**src/rtl/vmon_status_pkg.sv**
```systemverilog
package vmon_status_pkg;

    localparam int          STATUS_WIDTH = 8;

    // read and write command codes on the controller port
    localparam logic [7:0]  CMD_READ_STATUS_A = 8'h01;
    localparam logic [7:0]  CMD_READ_STATUS_B = 8'h02;
    localparam logic [7:0]  CMD_WRITE_STATUS_A = 8'h81;
    localparam logic [7:0]  CMD_WRITE_STATUS_B = 8'h82;

    localparam logic [7:0]  STATUS_A_RESET = 8'h00;
    localparam logic [7:0]  STATUS_B_RESET = 8'h00;
    localparam logic [7:0]  READ_IDLE_DATA = 8'h00;

    // status a field positions
    localparam int          A_REF_HIGH_BIT    = 0;
    localparam int          A_REF_LOW_BIT     = 1;
    localparam int          A_MON_SUPPLY_BIT  = 2;
    localparam int          A_PUMP_LOW_BIT    = 3;

    // status b field positions
    localparam int          B_CORE_LOW_BIT    = 0;
    localparam int          B_CORE_HIGH_BIT   = 1;
    localparam int          B_IO_LOW_BIT      = 2;
    localparam int          B_IO_HIGH_BIT     = 3;
    localparam int          B_FIVE_LOW_BIT    = 4;
    localparam int          B_FIVE_HIGH_BIT   = 5;
    localparam int          B_PREREG_LOW_BIT  = 6;
    localparam int          B_PREREG_HIGH_BIT = 7;

    typedef enum logic [1:0] {
        RD_IDLE = 2'b01,
        RD_DONE = 2'b10
    } read_state_type;

endpackage

```
**src/rtl/monitor_flags_if.sv**
```systemverilog
`timescale 1ns/1ps
`default_nettype none
interface monitor_flags_if;
    logic [7:0] status_a;
    logic [7:0] status_b;
    modport source (output status_a, output status_b);
    modport sink   (input status_a, input status_b);
endinterface
`default_nettype wire

```
**src/rtl/monitor_flag_sampler.sv**
```systemverilog
`timescale 1ns/1ps
`default_nettype none
module monitor_flag_sampler
    import vmon_status_pkg::*;
(
    input  wire logic       clock_in,
    input  wire logic       rst_in,
    input  wire logic [7:0] raw_a_in,
    input  wire logic [7:0] raw_b_in,
    monitor_flags_if.source flags
);
    logic [7:0] status_a_reg;
    logic [7:0] status_b_reg;

    // flags track comparators each cycle, no latching
    always_ff @(posedge clock_in or posedge rst_in) begin
        if (rst_in) begin
            status_a_reg <= STATUS_A_RESET;
        end else begin
            status_a_reg <= raw_a_in;
        end
    end

    always_ff @(posedge clock_in or posedge rst_in) begin
        if (rst_in) begin
            status_b_reg <= STATUS_B_RESET;
        end else begin
            status_b_reg <= raw_b_in;
        end
    end

    assign flags.status_a = status_a_reg;
    assign flags.status_b = status_b_reg;
endmodule
`default_nettype wire

```
**src/rtl/voltage_monitor_status_regs.sv**
```systemverilog
`timescale 1ns/1ps
`default_nettype none
module voltage_monitor_status_regs
    import vmon_status_pkg::*;
(
    input  wire logic       clock_in,
    input  wire logic       rst_in,
    input  wire logic       reference_high_error_in,
    input  wire logic       reference_low_error_in,
    input  wire logic       monitor_supply_bad_flag_in,
    input  wire logic       charge_pump_low_flag_in,
    input  wire logic [3:0] status_a_upper_in,
    input  wire logic       prereg_rail_high_flag_in,
    input  wire logic       prereg_rail_low_flag_in,
    input  wire logic       five_volt_rail_high_flag_in,
    input  wire logic       five_volt_rail_low_flag_in,
    input  wire logic       io_rail_high_flag_in,
    input  wire logic       io_rail_low_flag_in,
    input  wire logic       core_rail_high_flag_in,
    input  wire logic       core_rail_low_flag_in,
    input  wire logic       cmd_valid_in,
    input  wire logic [7:0] cmd_code_in,
    output logic [7:0]      read_data_out,
    output logic            read_valid_out,
    output logic [7:0]      supply_monitor_status_a_out,
    output logic [7:0]      rail_monitor_status_b_out
);
    localparam int RAIL_COUNT     = STATUS_WIDTH / 2;
    localparam int A_SOURCE_COUNT = 4;

    // field positions per rail, index 0 is the core rail
    localparam int RAIL_HIGH_POS [RAIL_COUNT] = '{
        B_CORE_HIGH_BIT,
        B_IO_HIGH_BIT,
        B_FIVE_HIGH_BIT,
        B_PREREG_HIGH_BIT
    };
    localparam int RAIL_LOW_POS [RAIL_COUNT] = '{
        B_CORE_LOW_BIT,
        B_IO_LOW_BIT,
        B_FIVE_LOW_BIT,
        B_PREREG_LOW_BIT
    };
    localparam int A_SOURCE_POS [A_SOURCE_COUNT] = '{
        A_REF_HIGH_BIT,
        A_REF_LOW_BIT,
        A_MON_SUPPLY_BIT,
        A_PUMP_LOW_BIT
    };

    wire logic [RAIL_COUNT-1:0]     rail_high;
    wire logic [RAIL_COUNT-1:0]     rail_low;
    wire logic [A_SOURCE_COUNT-1:0] a_source;
    wire logic [7:0]                raw_a;
    wire logic [7:0]                raw_b;
    logic                           read_a_req;
    logic                           read_b_req;
    logic                           read_req;
    logic                           ignored_req;
    logic [7:0]                     read_data_reg;
    logic [7:0]                     read_data_next;
    logic                           read_valid;
    read_state_type                 state_reg;
    read_state_type                 state_next;

    monitor_flags_if flags_bus ();

    // other status a monitors live outside this block
    assign raw_a[7:4] = status_a_upper_in;

    assign a_source[0] = reference_high_error_in;
    assign a_source[1] = reference_low_error_in;
    assign a_source[2] = monitor_supply_bad_flag_in;
    assign a_source[3] = charge_pump_low_flag_in;

    for (genvar s = 0; s < A_SOURCE_COUNT; s++) begin : g_a_pack
        assign raw_a[A_SOURCE_POS[s]] = a_source[s];
    end

    assign rail_high[3] = prereg_rail_high_flag_in;
    assign rail_low[3]  = prereg_rail_low_flag_in;
    assign rail_high[2] = five_volt_rail_high_flag_in;
    assign rail_low[2]  = five_volt_rail_low_flag_in;
    assign rail_high[1] = io_rail_high_flag_in;
    assign rail_low[1]  = io_rail_low_flag_in;
    assign rail_high[0] = core_rail_high_flag_in;
    assign rail_low[0]  = core_rail_low_flag_in;

    // each rail owns one high/low pair, the msb pair is the prereg rail
    for (genvar r = 0; r < RAIL_COUNT; r++) begin : g_rail_pack
        assign raw_b[RAIL_HIGH_POS[r]] = rail_high[r];
        assign raw_b[RAIL_LOW_POS[r]]  = rail_low[r];
    end

    // one cycle of latency, flags are never held past their condition
    monitor_flag_sampler sampler (
        .clock_in (clock_in),
        .rst_in   (rst_in),
        .raw_a_in (raw_a),
        .raw_b_in (raw_b),
        .flags    (flags_bus.source)
    );

    // only the two read codes get an answer
    always_comb begin
        read_a_req  = 1'b0;
        read_b_req  = 1'b0;
        ignored_req = 1'b0;
        if (cmd_valid_in) begin
            case (cmd_code_in)
                CMD_READ_STATUS_A: begin
                    read_a_req = 1'b1;
                end
                CMD_READ_STATUS_B: begin
                    read_b_req = 1'b1;
                end
                CMD_WRITE_STATUS_A: begin
                    // flags follow the monitors only, a write has nowhere to land
                    ignored_req = 1'b1;
                end
                CMD_WRITE_STATUS_B: begin
                    ignored_req = 1'b1;
                end
                default: begin
                    // unknown codes are dropped the same way
                    ignored_req = 1'b1;
                end
            endcase
        end
    end

    assign read_req = read_a_req || read_b_req;

    // back to back reads hold the machine in the done state
    always_comb begin
        state_next = RD_IDLE;
        case (state_reg)
            RD_IDLE: begin
                if (ignored_req) begin
                    state_next = RD_IDLE;
                end else if (read_req) begin
                    state_next = RD_DONE;
                end else begin
                    state_next = RD_IDLE;
                end
            end
            RD_DONE: begin
                if (ignored_req) begin
                    state_next = RD_IDLE;
                end else if (read_req) begin
                    state_next = RD_DONE;
                end else begin
                    state_next = RD_IDLE;
                end
            end
            default: begin
                state_next = RD_IDLE;
            end
        endcase
    end

    // read data is the register value from before the command edge
    always_comb begin
        read_data_next = READ_IDLE_DATA;
        if (read_a_req) begin
            read_data_next = flags_bus.status_a;
        end else if (read_b_req) begin
            read_data_next = flags_bus.status_b;
        end else if (ignored_req) begin
            read_data_next = READ_IDLE_DATA;
        end
    end

    always_ff @(posedge clock_in or posedge rst_in) begin
        if (rst_in) begin
            state_reg <= RD_IDLE;
        end else begin
            state_reg <= state_next;
        end
    end

    always_ff @(posedge clock_in or posedge rst_in) begin
        if (rst_in) begin
            read_data_reg <= READ_IDLE_DATA;
        end else begin
            read_data_reg <= read_data_next;
        end
    end

    // answer stands exactly one cycle per accepted read
    always_comb begin
        case (state_reg)
            RD_IDLE: begin
                read_valid = 1'b0;
            end
            RD_DONE: begin
                read_valid = 1'b1;
            end
            default: begin
                read_valid = 1'b0;
            end
        endcase
    end

    assign read_data_out               = read_data_reg;
    assign read_valid_out              = read_valid;
    assign supply_monitor_status_a_out = flags_bus.status_a;
    assign rail_monitor_status_b_out   = flags_bus.status_b;
endmodule
`default_nettype wire

```
**config.mk**
```make
export PLATFORM = sky130hd
export DESIGN_NAME = voltage_monitor_status_regs
export DESIGN_NICKNAME = d
export VERILOG_FILES = /design/src/rtl/vmon_status_pkg.sv /design/src/rtl/monitor_flags_if.sv /design/src/rtl/monitor_flag_sampler.sv /design/src/rtl/voltage_monitor_status_regs.sv
export SDC_FILE = /design/constraint.sdc
export NUM_CORES = 1
export LEC_CHECK = 0
export BUFFER_PORTS_ARGS = -buffer_cell sky130_fd_sc_hd__buf_2
export CORE_ASPECT_RATIO = 1.75
export CORE_MARGIN = 2
export CORE_UTILIZATION = 35
export DETAILED_ROUTE_END_ITERATION = 7
export GPL_TIMING_DRIVEN = 0
export PLACE_DENSITY = 0.66
export SYNTH_ARGS = -nofsm -noshare
export SYNTH_HDL_FRONTEND = slang
export SYNTH_SLANG_ARGS = --single-unit
```
**constraint.sdc**
```tcl
create_clock -name clock_in -period 1.9 [get_ports clock_in]
set_input_delay 0.475 -clock clock_in [delete_from_list [all_inputs] [get_ports clock_in]]
set_output_delay 0.475 -clock clock_in [all_outputs]
set_load 0.01 [all_outputs]
```
==> impl_metrics.py <==
metrics = {
    "run_status": {
        "status": "completed",
    },
    "yosys": {
        "synthMuxAreaShare": 0,
        "synthFlopType": "dfrtp_1",
        "synth_top_area_frac": 0.679,
        "ys_top_cells_by_area": "dfrtp_1, nand3b_1, a211oi_1",
        "synthXorXnorAreaFrac": 0.00951,
        "syn_area_per_cell_sq_um": 14.9,
        "ys_seq_area_frac": 0.708,
        "synthesis.area_sq_um": 921,
        "synth_edf_count": 0,
        "synth-simple-area-share": 0.171,
        "synth.distinct_cells": 13,
        "synth_compound_area_frac": 0.0652,
        "synth_fa_ha_area_frac": 0.0136,
        "synth.most_common_cell": "dfrtp_1",
        "synth.top_cells.by_count": "dfrtp_1, nand3b_1, a211oi_1",
        "yosys_warnings": 0,
        "synth_seq_cells": 26,
        "synthCells": 62,
        "yosys.area.top_type": "dfrtp_1",
        "synth_nets": 90,
        "synth_top_family_by_area": "simple AND/OR/NAND/NOR gates",
        "ys_async_sr_fraction": 1.00,
    },
    "clock_tree": {
        "cts_sinks": 26,
        "cts_buffers": 3,
        "clock_latency_ps": 260,
        "cts_tree": "built",
        "cts_setup_buffers": 0,
        "clk_path_buf_depth": 2,
        "cts_resized": 0,
        "cts.clk_slew.worst_paths_ps": 80,
        "cts_root_buffer": "clkbuf_8",
        "holdBufCountCts": 0,
        "htreeDepth": 1,
    },
    "critical_path": {
        "worstPathCellList": "inv_1 > ha_1 > buf_2",
        "critPathSlowestCell": "dfstp_2",
        "crit_fanout": 1,
        "critPathCaptureType": "primary output",
        "arrival_ps": 1110,
        "crit_type": "register to primary output",
        "worst_path_largest_cell_delay_ps": 520,
        "critPathRequiredTime_ps": 1420,
        "critical-path-top-delay-family": "flip-flops",
        "cp-start-kind": "register",
        "cp_num_buf_inv": 2,
    },
    "global_routing": {
        "grt_max_degree": 27,
        "track_usage": 0.124,
        "grt_pass1_vias": 684,
        "grt_antenna_before_repair": 0,
        "grt_pass1_wl_mm": 2.93,
        "grt-ovfl-total": 0,
    },
    "timing": {
        "fin_skew_ps": 3.74,
        "post-route-worst-setup-slack_ps": 313,
        "tns_ps": 0,
        "min_period_ps": 1590,
        "hold_viol_final": 0,
        "worst_pin_slew_ps": 890,
        "fin_crit_sh": 0.835,
        "slew-limit-headroom": 0.406,
        "finalSetupViolCount": 0,
        "max_freq_mhz": 630,
        "rsz0062_at_grt": "false",
        "drv_slew": 0,
    },
    "die": {
        "row_count": 24,
        "die_w_um": 42.8,
        "die_y_um": 71.9,
        "coreArea_sq_mm": 0.00249,
        "start_util": 0.369,
        "io_pins": 52,
        "die_area_sq_mm": 0.00307,
    },
    "placed_design": {
        "pre_cts_ws_ps": 60.7,
        "hpwl_mm": 1.50,
        "portBuffers": 51,
        "gp_congestion": 0.739,
        "placed_area_sq_mm": 0.00121,
    },
    "routing": {
        "wl_met3_um": 92,
        "wl_mm": 1.79,
        "drt-vias-per-instance": 4.83,
        "routedWlPerCell_um": 12.5,
        "routed.top_layer": "met4",
        "met1_length_um": 566,
        "via_count": 691,
        "routed-wl-met2_mm": 1.11,
        "first_pass_iters": 4,
        "drt_iter0_markers": 12,
        "ant_nets": 0,
        "drc": 0,
    },
    "final_layout": {
        "fin_area_sq_mm": 0.00125,
        "antenna_cells": 0,
        "nets": 146,
        "area_growth_pct": 36.1,
        "drive_gt1_frac": 0.496,
    },
    "run": {
        "drv_cap": 0,
    },
    "power": {
        "ir_drop_mv": 0.569,
        "power.density_mw_per_mm2": 775,
        "p_leak_nw": 0.631,
    },
    "hold_path": {
        "hp-class": "input port to register",
    },
}
cell type report:
cell class | instances | area, sq um
flip-flops and latches | 26 | 652
fillers | 243 | 1240
repair buffers | 51 | 255
clock buffers | 4 | 45.0
plain buffers | 4 | 22.5
well taps | 26 | 32.5
inverters | 2 | 7.51
multi-input cells | 30 | 239
routing by layer:
metal,GRT usage,up-vias
li1,-,332
met1,0.122,331
met2,0.236,26
met3,0.0227,2
met4,0.0625,0
met5,0,-
placed cells by master (no fill, tap or decap), types with 2 or more instances in the layout:
| master | instances |
|---|---|
| nand3b_1 | 16 |
| dfrtp_1 | 25 |
| clkbuf_8 | 3 |
| inv_1 | 2 |
| a211oi_1 | 8 |
| clkbuf_1 | 4 |
| buf_2 | 51 |
final timing paths:
| check | from | to | slack, ps | cells past startpoint |
|---|---|---|---|---|
| setup / recovery | state_reg[0] | read_valid_out | 310 | 3 |
| hold / removal | io_rail_low_flag_in | sampler.flags.status_b[2] | 310 | 1 |
| setup reg to reg | state_reg[0] | state_reg[0] | 450 | 3 |
| hold reg to reg | sampler.flags.status_a[5] | read_data_out[5] | 550 | 2 |
| max in group asynchronous | rst_in | sampler.flags.status_a[4] | 960 | 2 |
| min in group asynchronous | rst_in | sampler.flags.status_a[2] | 390 | 2 |
power breakdown:
group / switching, mW / leakage (nW) / internal (mW) / total (mW)
Sequential: 0.00933 / 0.323 / 0.571 / 0.580
Clock: 0.148 / 0.0228 / 0.149 / 0.297
Combinational: 0.0497 / 0.285 / 0.0444 / 0.0941
Total: 0.207 / 0.631 / 0.765 / 0.971
metrics by stage:
step,std cells,power (mW),utilization,hold WS (ps)
final,143,0.971,0.503,312
after CTS,143,0.985,0.503,308
after global routing,143,1.02,0.503,299
after floorplan,62,0.633,-,506
after global placement,139,0.683,0.485,530
after detailed placement,139,0.687,0.485,544
logic make-up (layout without fill, tap and decap cells):
group           Yosys count  in the layout
compound gates            8              8
flops                    26             26
xor+xnor                  1              1
buf+inv                   6             61
simple gates             20             20
fa+ha+maj                 1              1
No activity file was read; power rests on OpenSTA's default activity.
